### src/hw/lpic_pkg.sv
// constants and types shared by the idle controller
package lpic_pkg;

	// register byte offsets
	localparam logic [7:0] OFF_IDLE_CFG = 8'h00;
	localparam logic [7:0] OFF_IDLE_STATE = 8'h04;
	localparam logic [7:0] OFF_FLAG_LO = 8'h08;
	localparam logic [7:0] OFF_FLAG_HI = 8'h0c;
	localparam logic [7:0] OFF_EN_LO = 8'h10;
	localparam logic [7:0] OFF_EN_HI = 8'h14;
	localparam logic [7:0] OFF_RTC_PMGT = 8'h18;
	localparam logic [7:0] OFF_RTC_INTEN = 8'h1c;
	localparam logic [7:0] OFF_EV_STATUS = 8'h20;
	localparam logic [7:0] OFF_EV_CLEAR = 8'h24;
	localparam logic [7:0] OFF_EV_ENABLE = 8'h28;
	localparam logic [7:0] OFF_POWER_STATE = 8'h2c;

	// idle configuration / state bit positions
	localparam int IDLE_W = 6;
	localparam int IDLE_CPU = 0;
	localparam int IDLE_MEM_PORT = 1;
	localparam int IDLE_XPORT = 2;
	localparam int IDLE_DPORT = 3;
	localparam int IDLE_IPORT = 4;
	localparam int IDLE_CACHE = 5;
	localparam logic [5:0] IDLE_RST = 6'h00;
	localparam logic [5:0] CLK_EN_RST = 6'h3f;

	// interrupt flag layout
	localparam int FLAG_W = 16;
	localparam logic [15:0] EXT_A_MASK = 16'h0004;
	localparam logic [15:0] EXT_B_MASK = 16'h0008;
	localparam logic [15:0] RTC_MASK = 16'h0004;
	localparam int RTC_BIT = 2;
	localparam logic [15:0] FLAG_RST = 16'h0000;

	// single-bit fields and power state layout
	localparam int WAKE_DIR_BIT = 0;
	localparam int RTC_INTEN_BIT = 0;
	localparam int PSTATE_BLK_BIT = 2;

	// controller events
	localparam int EV_W = 3;
	localparam int EV_WAKE = 0;
	localparam int EV_REFUSE = 1;
	localparam int EV_ENTER = 2;
	localparam logic [2:0] EV_RST = 3'h0;

	// axi responses
	localparam logic [1:0] RESP_OKAY = 2'h0;
	localparam logic [1:0] RESP_SLVERR = 2'h2;

	typedef enum logic [1:0] {MODE_ACTIVE, MODE_LIGHT, MODE_DEEP} lpic_mode_t;

	typedef struct packed {
		logic wake;
	} lpic_wake_st_t;

	typedef struct packed {
		logic [5:0] idle_cfg;
		logic [5:0] idle_st;
		logic [5:0] clk_en;
		logic [15:0] flag_lo;
		logic [15:0] flag_hi;
		logic [15:0] en_lo;
		logic [15:0] en_hi;
		logic wake_dir;
		logic rtc_en;
		logic [2:0] ev_status;
		logic [2:0] ev_enable;
		lpic_mode_t mode;
		logic cpu_wake;
		logic mem_port_blk;
		logic aw_got;
		logic [7:0] awaddr;
		logic w_got;
		logic [31:0] wdata;
		logic [3:0] wstrb;
		logic bvalid;
		logic [1:0] bresp;
		logic rvalid;
		logic [31:0] rdata;
		logic [1:0] rresp;
	} lpic_ctrl_st_t;

endpackage

### src/hw/lpic_wake.sv
// wake request combiner for the idle controller
`timescale 1ns/1ps
module lpic_wake
	import lpic_pkg::*;
(
	// clock and reset
	input wire logic aclk,
	input wire logic aresetn,
	// pending flags and their enables
	input wire logic [15:0] flag_lo,
	input wire logic [15:0] flag_hi,
	input wire logic [15:0] en_lo,
	input wire logic [15:0] en_hi,
	// wake pin
	input wire logic wake_pin,
	input wire logic wake_dir,
	// combined request
	output logic wake
);
	lpic_wake_st_t st;
	lpic_wake_st_t next_st;

	// pin counts only when configured as input
	always_comb
	begin
		next_st = st;
		next_st.wake = (|(flag_lo & en_lo)) || (|(flag_hi & en_hi)) ||
			(wake_pin && wake_dir);
	end

	always_ff @(posedge aclk)
	begin
		if (!aresetn)
			st <= '0;
		else
			st <= next_st;
	end

	assign wake = st.wake;
endmodule

### src/hw/lpic_ctrl.sv
// low power idle controller with axi4-lite register slave
//
// Decided for this implementation: the AXI4-Lite interface to the registers and the register addresses.
`timescale 1ns/1ps
module lpic_ctrl
	import lpic_pkg::*;
(
	// clock and reset
	input wire logic aclk,
	input wire logic aresetn,
	// axi4-lite write channels
	input wire logic [7:0] awaddr,
	input wire logic awvalid,
	output logic awready,
	input wire logic [31:0] wdata,
	input wire logic [3:0] wstrb,
	input wire logic wvalid,
	output logic wready,
	output logic [1:0] bresp,
	output logic bvalid,
	input wire logic bready,
	// axi4-lite read channels
	input wire logic [7:0] araddr,
	input wire logic arvalid,
	output logic arready,
	output logic [31:0] rdata,
	output logic [1:0] rresp,
	output logic rvalid,
	input wire logic rready,
	// cpu side
	input wire logic idle_exec,
	output logic cpu_wake,
	// bus masters that hold the memory port
	input wire logic usb_dma_active,
	input wire logic lcd_active,
	input wire logic dma_active,
	// wake sources
	input wire logic wake_pin,
	input wire logic rtc_event,
	input wire logic ext_irq_a,
	input wire logic ext_irq_b,
	input wire logic [15:0] periph_irq_lo,
	input wire logic [15:0] periph_irq_hi,
	// clock generator status
	input wire logic clkgen_enabled,
	// clock gating and mode outputs
	output logic [5:0] domain_clk_en,
	output logic periph_clk_stop,
	output logic clkgen_run,
	output logic light_sleep,
	output logic deep_sleep,
	// interrupt
	output logic irq
);
	lpic_ctrl_st_t st;
	lpic_ctrl_st_t next_st;

	logic aw_take;
	logic w_take;
	logic aw_now;
	logic w_now;
	logic wr_fire;
	logic [7:0] wr_addr;
	logic [31:0] wr_data;
	logic [31:0] wr_mask;
	logic [31:0] wr_bits;
	logic [31:0] rd_word;
	logic [15:0] set_lo;
	logic [15:0] set_hi;
	logic [15:0] clr_lo;
	logic [15:0] clr_hi;
	logic [2:0] ev_set;
	logic [2:0] ev_clr;
	logic rtc_set;
	logic masters_idle;
	logic blk;
	logic wake;
	logic sleeping;

	function automatic logic is_mapped(input logic [7:0] a);
		is_mapped = (a[1:0] == 2'h0) && (a <= OFF_POWER_STATE);
	endfunction

	function automatic logic [31:0] strb_mask(input logic [3:0] s);
		strb_mask = {{8{s[3]}}, {8{s[2]}}, {8{s[1]}}, {8{s[0]}}};
	endfunction

	lpic_wake u_wake (
		.aclk(aclk),
		.aresetn(aresetn),
		.flag_lo(st.flag_lo),
		.flag_hi(st.flag_hi),
		.en_lo(st.en_lo),
		.en_hi(st.en_hi),
		.wake_pin(wake_pin),
		.wake_dir(st.wake_dir),
		.wake(wake)
	);

	// address and data may arrive in either order
	assign awready = !st.aw_got && !st.bvalid;
	assign wready = !st.w_got && !st.bvalid;
	assign arready = !st.rvalid;
	assign aw_take = awvalid && awready;
	assign w_take = wvalid && wready;
	assign aw_now = st.aw_got || aw_take;
	assign w_now = st.w_got || w_take;
	assign wr_fire = aw_now && w_now;
	assign wr_addr = st.aw_got ? st.awaddr : awaddr;
	assign wr_data = st.w_got ? st.wdata : wdata;
	assign wr_mask = strb_mask(st.w_got ? st.wstrb : wstrb);
	assign wr_bits = wr_data & wr_mask;

	// rtc bit also carries the wake pin
	assign rtc_set = (rtc_event && st.rtc_en) ||
		(wake_pin && st.wake_dir);
	assign set_lo = periph_irq_lo | (EXT_A_MASK & {FLAG_W{ext_irq_a}}) |
		(EXT_B_MASK & {FLAG_W{ext_irq_b}});
	assign set_hi = (periph_irq_hi & ~RTC_MASK) |
		(RTC_MASK & {FLAG_W{rtc_set}});
	assign clr_lo = (wr_fire && wr_addr == OFF_FLAG_LO) ?
		wr_bits[15:0] : FLAG_RST;
	assign clr_hi = (wr_fire && wr_addr == OFF_FLAG_HI) ?
		wr_bits[15:0] : FLAG_RST;
	assign ev_clr = (wr_fire && wr_addr == OFF_EV_CLEAR) ?
		wr_bits[2:0] : EV_RST;

	assign masters_idle = !(usb_dma_active || lcd_active || dma_active);
	assign blk = st.idle_st[IDLE_MEM_PORT] && !masters_idle;
	assign sleeping = (st.mode != MODE_ACTIVE);
	assign ev_set[EV_WAKE] = sleeping && wake;
	assign ev_set[EV_REFUSE] = blk && !st.mem_port_blk;
	assign ev_set[EV_ENTER] = !sleeping && idle_exec &&
		st.idle_cfg[IDLE_CPU];

	always_comb
	begin
		next_st = st;
		next_st.cpu_wake = 1'b0;
		rd_word = '0;
		unique case (araddr)
			OFF_IDLE_CFG: rd_word[5:0] = st.idle_cfg;
			OFF_IDLE_STATE: rd_word[5:0] = st.idle_st;
			OFF_FLAG_LO: rd_word[15:0] = st.flag_lo;
			OFF_FLAG_HI: rd_word[15:0] = st.flag_hi;
			OFF_EN_LO: rd_word[15:0] = st.en_lo;
			OFF_EN_HI: rd_word[15:0] = st.en_hi;
			OFF_RTC_PMGT: rd_word[WAKE_DIR_BIT] = st.wake_dir;
			OFF_RTC_INTEN: rd_word[RTC_INTEN_BIT] = st.rtc_en;
			OFF_EV_STATUS: rd_word[2:0] = st.ev_status;
			OFF_EV_ENABLE: rd_word[2:0] = st.ev_enable;
			OFF_POWER_STATE:
			begin
				rd_word[1:0] = st.mode;
				rd_word[PSTATE_BLK_BIT] = st.mem_port_blk;
			end
			default: rd_word = '0;
		endcase

		// write channels
		if (wr_fire)
		begin
			next_st.aw_got = 1'b0;
			next_st.w_got = 1'b0;
			next_st.bvalid = 1'b1;
			next_st.bresp = is_mapped(wr_addr) ? RESP_OKAY : RESP_SLVERR;
			case (wr_addr)
				OFF_IDLE_CFG: next_st.idle_cfg =
					(st.idle_cfg & ~wr_mask[5:0]) | wr_bits[5:0];
				OFF_EN_LO: next_st.en_lo =
					(st.en_lo & ~wr_mask[15:0]) | wr_bits[15:0];
				OFF_EN_HI: next_st.en_hi =
					(st.en_hi & ~wr_mask[15:0]) | wr_bits[15:0];
				OFF_RTC_PMGT: if (wr_mask[WAKE_DIR_BIT])
					next_st.wake_dir = wr_data[WAKE_DIR_BIT];
				OFF_RTC_INTEN: if (wr_mask[RTC_INTEN_BIT])
					next_st.rtc_en = wr_data[RTC_INTEN_BIT];
				OFF_EV_ENABLE: next_st.ev_enable =
					(st.ev_enable & ~wr_mask[2:0]) | wr_bits[2:0];
				default: next_st.bresp = next_st.bresp;
			endcase
		end
		else
		begin
			if (aw_take)
			begin
				next_st.aw_got = 1'b1;
				next_st.awaddr = awaddr;
			end
			if (w_take)
			begin
				next_st.w_got = 1'b1;
				next_st.wdata = wdata;
				next_st.wstrb = wstrb;
			end
		end
		if (st.bvalid && bready)
			next_st.bvalid = 1'b0;

		// read channels
		if (arvalid && arready)
		begin
			next_st.rvalid = 1'b1;
			next_st.rdata = rd_word;
			next_st.rresp = is_mapped(araddr) ? RESP_OKAY : RESP_SLVERR;
		end
		else if (st.rvalid && rready)
			next_st.rvalid = 1'b0;

		// set wins over a clear in the same cycle
		next_st.flag_lo = (st.flag_lo & ~clr_lo) | set_lo;
		next_st.flag_hi = (st.flag_hi & ~clr_hi) | set_hi;
		next_st.ev_status = (st.ev_status & ~ev_clr) | ev_set;
		next_st.mem_port_blk = blk;

		unique case (st.mode)
			MODE_ACTIVE:
				if (idle_exec)
				begin
					next_st.idle_st = st.idle_cfg;
					if (st.idle_cfg[IDLE_CPU])
						next_st.mode = clkgen_enabled ?
							MODE_LIGHT : MODE_DEEP;
				end
			MODE_LIGHT, MODE_DEEP:
				if (wake)
				begin
					// all idle state bits drop so clocks run before the fetch
					next_st.idle_st = IDLE_RST;
					next_st.mode = MODE_ACTIVE;
					next_st.cpu_wake = 1'b1;
				end
		endcase

		// memory port idles only once every master has let go
		next_st.clk_en = ~next_st.idle_st;
		next_st.clk_en[IDLE_MEM_PORT] =
			!(next_st.idle_st[IDLE_MEM_PORT] && masters_idle);
	end

	// synchronous reset discards everything held before idle
	always_ff @(posedge aclk)
	begin
		if (!aresetn)
		begin
			st <= '0;
			st.clk_en <= CLK_EN_RST;
			st.mode <= MODE_ACTIVE;
		end
		else
			st <= next_st;
	end

	assign bvalid = st.bvalid;
	assign bresp = st.bresp;
	assign rvalid = st.rvalid;
	assign rdata = st.rdata;
	assign rresp = st.rresp;
	assign cpu_wake = st.cpu_wake;
	assign domain_clk_en = st.clk_en;
	assign periph_clk_stop = sleeping;
	assign clkgen_run = (st.mode != MODE_DEEP);
	assign light_sleep = (st.mode == MODE_LIGHT);
	assign deep_sleep = (st.mode == MODE_DEEP);
	assign irq = |(st.ev_status & st.ev_enable);
endmodule

### config.mk
export PLATFORM = sky130hd
export DESIGN_NAME = lpic_ctrl
export DESIGN_NICKNAME = d
export VERILOG_FILES = /design/src/hw/lpic_pkg.sv /design/src/hw/lpic_wake.sv /design/src/hw/lpic_ctrl.sv
export SDC_FILE = /design/constraint.sdc
export NUM_CORES = 1
export LEC_CHECK = 0
export ABC_AREA = 1
export BUFFER_PORTS_ARGS = -buffer_cell sky130_fd_sc_hd__buf_2
export CAP_MARGIN = 0
export CORE_MARGIN = 5
export CORE_UTILIZATION = 45
export DETAILED_ROUTE_END_ITERATION = 7
export PLACE_DENSITY = 0.79
export REMOVE_ABC_BUFFERS = 1
export SETUP_SLACK_MARGIN = 0.05
export SLEW_MARGIN = 5
export SYNTH_ARGS = -nofsm -noshare
export SYNTH_HDL_FRONTEND = slang
export SYNTH_SLANG_ARGS = --single-unit
### constraint.sdc
create_clock -name aclk -period 1.8 [get_ports aclk]
set_input_delay 0 -clock aclk [delete_from_list [all_inputs] [get_ports aclk]]
set_output_delay 0 -clock aclk [all_outputs]
set_load 0.01 [all_outputs]
==> reports/metrics.yaml, run 1 <==
power:
  powerDensity_nw_per_um2: 908.8
  power.total_mw: 8.340
  p_leak_nw: 4.112
  vdd_drop_max_uv: 785.2
layout:
  drive_gt1_share_pct: 19.13
  nets: 1316
  n_antenna_cell: 0
  syn_to_final_growth_pct: 30.61
  stdcell_count: 1434
timing:
  hold_viol: 0
  period_needed_ns: 1.710
  timing.fmax_mhz: 584.6
  fin_crit_sh_pct: 95.03
  max_slew_margin_pct: 58.60
  slew_viol_final: 0
  hold_slack_ns: 0.06186
  final.setup.tns_ns: 0
  grt_setup_unrepaired: "yes"
  finClkSkew_ns: 0.007335
  tightest_slew_ns: 0.6204
  layout_setup_ws_ns: 0.08953
  setup_viol: 0
cts:
  clk_pin_slew_worst_paths_ns: 0.06
  cts_buffer_depth: 2
  insertion_delay_ns: 0.43
  cts_buffers: 17
  cts.sinks: 143
  h-tree-depth: 4
  root_buffer: "clkbuf_16"
  cts_tree: "done"
global_route:
  grt_util_all_layers_pct: 22.67
  antenna_found_initial: 0
  grt_pass1_vias: 6834
  grt_max_degree: 64
  grt_pass1_wl_mm: 33.13
  gr-total-overflow: 0
synth:
  ys_ff_latch: 143
  yosys_warnings: 0
  syn-mean-instance-area_sq_um: 6.849
  syn-cell-area_sq_um: 7027
  synth_edf_count: 0
  yosysSeqAreaShare_pct: 40.74
  yosys-top-cells-area: "dfxtp_1, nand2_1, nor2_1, o21ai_0, inv_1"
  synth.distinct_cells: 45
  synth_top_area_share_pct: 40.74
  synth_top_area_cell: "dfxtp_1"
  ys.flop_type: "dfxtp_1"
  syn_inst: 1026
  async_flop_share_pct: 0
  synth_common_cells: "nand2_1, nor2_1, dfxtp_1"
  synth_most_common_cell: "nand2_1"
worst_setup_path:
  cpMostUsedCell: "buf_4"
  cp.required_ns: 2.09
  endpoint_kind: "flip-flop"
  startpoint_type: "flip-flop"
  cp_max_fo: 16
  crit_type: "flip-flop to flip-flop"
  crit_buf_inv: 2
  cpPeakStageDelay_ns: 0.38
  worst_path_max_delay_cell: "dfxtp_4"
  cp.arrival_ns: 2.00
  critical_path.top_delay_family: "compound AO/OA/AOI/OAI gates"
  crit_chain: "buf_4 -> o21ai_4 -> nand3_2 -> nor2_2 -> nand2_1 -> buf_4 -> o21ai_0 -> a21oi_1"
route:
  vias: 7268
  drt_wl_total_mm: 20.87
  drt_iter0_markers: 672
  drc: 0
  via_per_inst: 5.068
  wire_per_inst_microns: 14.55
  antenna_left: 0
  drt_pre_antenna_iters: 5
placed_design:
  gp_congestion: 0.9316
  pre_cts_slack_ns: -0.02330
  dpl.hpwl_mm: 14.54
  port_buffers: 115
  place_inst: 1329
floorplan:
  num_io_pins: 153
  die_w_microns: 135.0
  die_area_sq_um: 18210
  rows: 45
  core_sq_um: 15260
  dieHeight_microns: 135.0
  start_util_pct: 46.05
job:
  maxCapViolCount: 0
run_status:
  outcome: "completed"
worst_hold_path:
  hold_class: "input pin to flip-flop"
## tightest hold or removal path, cell delays in order
cell and delay (ns):
buf_2 0.07, nand2_1 0.06, buf_4 0.19, nand2_1 0.07, a21oi_1 0.05
## routing by layer
layer | vias to the layer above | part of all wire (%) | track usage [%]
met5 | - | 0 | 0
met1 | 3297 | 44 | 29.76
li1 | 3613 | - | -
met3 | 47 | 7.8 | 4.955
met4 | 0 | 2.3 | 8.623
met2 | 311 | 46 | 36.60
## stage by stage
stage	util, %	instance area [sq um]
2_1_floorplan	-	6613
3_3_place_gp	50.96	7775
3_5_place_dp	50.96	7775
4_1_cts	59.52	9081
5_1_grt	60.15	9178
6_report	60.15	9178
## final timing paths
check	from	end	slack, ns	depth (start not counted)
worst max register to register	st[83]	st[132]	0.09	8
worst min register to register	st[76]	st[76]	0.45	2
worst min-delay path	arvalid	rdata[14]	0.06	5
worst max-delay path	st[83]	st[132]	0.09	8
## report_power, final
| part | internal, mW | switching, mW |
|---|---|---|
| sequential | 3.33 | 0.0969 |
| combinational | 0.526 | 0.800 |
| clock | 2.23 | 1.36 |
| total | 6.09 | 2.26 |
## cell families (layout without fill, tap and decap cells)
| kind of cell | after synthesis | count (layout) | synth area share [%] |
|---|---|---|---|
| simple gates | 440 | 442 | 27.03 |
| compound gates | 234 | 234 | 18.06 |
| buf+inv | 205 | 383 | 13.59 |
| flops | 143 | 143 | 40.74 |
| fa+ha+maj | 3 | 3 | 0.5342 |
| other cells | 1 | 18 | 0.05337 |
## cell type report
| cell class | instances | area, sq um |
|---|---|---|
| Fill cell | 1425 | 6081 |
| Multi-Input combinational cell | 697 | 3333 |
| Sequential cell | 143 | 2867 |
| Timing Repair Buffer | 227 | 1643 |
| Inverter | 127 | 476.7 |
| Clock buffer | 20 | 456.7 |
| Tap cell | 211 | 264.0 |
| Clock inverter | 9 | 137.6 |
## layout by cell type, fill, tap and decap left out, types with 6 or more instances in the layout
cell type and count:
a21oi_1 69, buf_2 115, buf_4 36, clkbuf_16 17
conb_1 18, dfxtp_1 142, dlygate4sd3_1 71, inv_1 117
inv_2 9, nand2_1 204, nand2_2 6, nand3_1 40
nand4_1 7, nor2_1 144, nor3_1 10, o21a_1 6
o21ai_0 91, o21ai_1 38, o22ai_1 11, or2_2 9
## timing repair
item,in CTS,in global routing
pin swaps,1,4
resized for setup,1,20
endpoints found under the hold margin,73,0
cloned,0,2
hold buffers,71,0
buffers inserted,0,3
endpoints found under the setup margin,19,58
Note: power is estimated with default switching activity, not from simulation.
==> inputs of run 2 (changes only) <==
--- a/config.mk
+++ b/config.mk
@@ -17,4 +17,5 @@
 export SLEW_MARGIN = 5
 export SYNTH_ARGS = -nofsm -noshare
 export SYNTH_HDL_FRONTEND = slang
+export SYNTH_HIERARCHICAL = 1
 export SYNTH_SLANG_ARGS = --single-unit
==> reports/metrics.yaml, run 2 <==
timing:
  fin_crit_sh_pct: 95.68  # +0.65 points
  finClkSkew_ns: 0.007178  # -0.0001564 ns
  tightest_slew_ns: 0.6730  # +0.05267 ns
  hold_viol: 0  # unchanged
  hold_slack_ns: 0.01071  # -0.05116 ns
  setup_viol: 0  # unchanged
  timing.fmax_mhz: 580.6  # -0.68%
  max_slew_margin_pct: 55.13  # -3.5 points
  layout_setup_ws_ns: 0.07775  # -0.01179 ns
  period_needed_ns: 1.722  # +0.01179 ns
  grt_setup_unrepaired: "yes"
  slew_viol_final: 0  # unchanged
synth:
  synth.area.mux_share_pct: 0  # unchanged
  synth_common_cells: "nand2_1, dfxtp_1, inv_1"
  synthAdderAreaFrac_pct: 0.5335  # -0.00067 points
  synth_top_area_cell: "dfxtp_1"
  synth_most_common_cell: "nand2_1"
  synth_edf_count: 0  # unchanged
  yosysSeqAreaShare_pct: 40.69  # -0.051 points
  yosys_warnings: 6  # +6
  ys_ff_latch: 143  # unchanged
  ys.flop_type: "dfxtp_1"
  syn-cell-area_sq_um: 7035  # +0.12%
  synth_xor_area_share_pct: 0  # unchanged
  synth_top_family_by_area: "simple AND/OR/NAND/NOR gates"
  async_flop_share_pct: 0  # unchanged
  yosys-top-cells-area: "dfxtp_1, nand2_1, o21ai_0, inv_1, a21oi_1"
  synth_top_area_share_pct: 40.69  # -0.051 points
  synth.distinct_cells: 43  # -4.4%
  syn_inst: 1032  # +0.58%
  synth-compound-area-share_pct: 19.19  # +1.1 points
  synth-simple-area-share_pct: 25.36  # -1.7 points
  syn-mean-instance-area_sq_um: 6.817  # -0.46%
floorplan:
  die_w_microns: 135.0  # about the same
  rows: 45  # unchanged
  die_area_sq_um: 18230  # +0.11%
  dieHeight_microns: 135.0  # about the same
  num_io_pins: 153  # unchanged
  core_sq_um: 15260  # unchanged
  start_util_pct: 46.11  # +0.057 points
route:
  wire_per_inst_microns: 14.52  # -0.26%
  via_per_inst: 5.077  # +0.18%
  drc: 0  # unchanged
  vias: 7357  # +1.2%
  drt_wl_total_mm: 21.04  # +0.79%
  drt_iter0_markers: 765  # +14%
  antenna_left: 0  # unchanged
  drt_pre_antenna_iters: 5  # unchanged
cts:
  h-tree-depth: 4  # unchanged
  clk_pin_slew_worst_paths_ns: 0.06  # about the same
  root_buffer: "clkbuf_16"
  cts.sinks: 143  # unchanged
  insertion_delay_ns: 0.43  # about the same
  cts_tree: "done"
  cts_buffers: 17  # unchanged
  cts_buffer_depth: 2  # unchanged
placed_design:
  port_buffers: 115  # unchanged
  dpl.hpwl_mm: 13.79  # -5.1%
  pre_cts_slack_ns: 0.08606  # +0.1094 ns
  gp_congestion: 0.9364  # +0.52%
global_route:
  grt_util_all_layers_pct: 22.37  # -0.30 points
  gr-total-overflow: 0  # unchanged
  grt_pass1_vias: 6752  # -1.2%
  grt_pass1_wl_mm: 32.71  # -1.2%
  grt_max_degree: 69  # +7.8%
  antenna_found_initial: 0  # unchanged
layout:
  final_common_cell: "nand2_1"
  drive_gt1_share_pct: 19.39  # +0.25 points
  layout_common_cells: "nand2_1, dfxtp_1, inv_1, buf_2, nor2_1"
  nets: 1328  # +0.91%
  syn_to_final_growth_pct: 32.56
  n_antenna_cell: 0  # unchanged
worst_setup_path:
  crit_chain: "buf_12 -> nor2_1 -> nand2_1 -> nand2_4 -> nand2_4 -> nor2_8 -> nand3_4 -> nand2_2 -> o21ai_2 -> nor2_1"
  endpoint_kind: "flip-flop"
  cpPeakStageDelay_ns: 0.35  # -0.03 ns
  crit_type: "flip-flop to flip-flop"
  critical_path.top_delay_family: "simple AND/OR/NAND/NOR gates"
  crit_buf_inv: 1  # -1
  regToRegSetupSlack_ns: 0.08  # about the same
  cp_max_fo: 16  # unchanged
  cp.required_ns: 2.17  # +0.08 ns
  startpoint_type: "flip-flop"
  worst_path_max_delay_cell: "dfxtp_2"
  cp.arrival_ns: 2.09  # +0.09 ns
power:
  powerDensity_nw_per_um2: 952.6  # +4.8%
  vdd_drop_max_uv: 786.5  # +0.16%
  p_leak_nw: 4.336  # +5.5%
  power.total_mw: 8.885  # +6.5%
worst_hold_path:
  hold_class: "input pin to flip-flop"
job:
  maxCapViolCount: 0  # unchanged
run_status:
  outcome: "completed"
run 2: final timing paths:
| path | from | to | cells after the start |
|---|---|---|---|
| worst max-delay path | st[83] | flip-flop | 10 |
| worst min-delay path | araddr[7] | rresp[1] | 5 |
| worst max register to register | st[83] | flip-flop | 10 |
| worst min register to register | st[44] | st[44] | 2 |
run 2: kinds of logic (layout without fill, tap and decap cells):
family                   count (synthesis)  after routing
other                                    1             18
AO/OA/AOI/OAI                          257            257
flip-flops                             143            143
AND/OR/NAND/NOR                        416            417
adder cells (fa/ha/maj)                  3              3
buffers and inverters                  212            400
run 2: what timing repair did:
action                                 in CTS  in global routing
hold buffers                               69                  0
cloned                                      0                  1
resized for setup                           0                 40
pin swaps                                   0                  6
endpoints found under the hold margin      69                  0
setup endpoints to repair                   1                 92
buffers inserted                            0                  8
run 2: tightest hold or removal path, delay by kind of cell:
family,cells,cell delay [ns]
AOI/OAI and AO/OA,2,0.19
and+or+nand+nor,2,0.12
buffers and inverters,1,0.09
run 2: area by class of cell:
cell class	count	area (sq um)
timing repair buffer	233	1689
tap	211	264.0
multi-input combinational	695	3301
inverter	135	515.5
clock buffer	17	425.4
clock inverter	15	266.5
sequential	143	2865
fill	1314	5932
run 2: power breakdown:
part | internal, mW | leakage (nW) | switching (mW)
Sequential | 3.33 | 1.17 | 0.0969
Clock | 2.73 | 0.333 | 1.40
Combinational | 0.533 | 2.83 | 0.792
run 2: through the flow:
| step | cell area, sq um | instances | util [%] | TNS [ns] |
|---|---|---|---|---|
| floorplan | 6610 | 972 | - | -11.44 |
| finish | 9326 | 1449 | 61.12 | 0 |
| global placement | 7795 | 1339 | 51.09 | 0 |
| detailed placement | 7795 | 1339 | 51.09 | 0 |
| CTS | 9178 | 1440 | 60.15 | 0 |
| global route | 9326 | 1449 | 61.12 | -0.01760 |
run 2: metal layers:
metal | GRT usage, % | wire length, microns | vias to the layer above
li1 | - | - | 3628
met1 | 28.52 | 8884 | 3347
met2 | 36.74 | 9969 | 330
met3 | 4.508 | 1490 | 52
met4 | 9.854 | 691 | 0
met5 | 0 | 0 | -
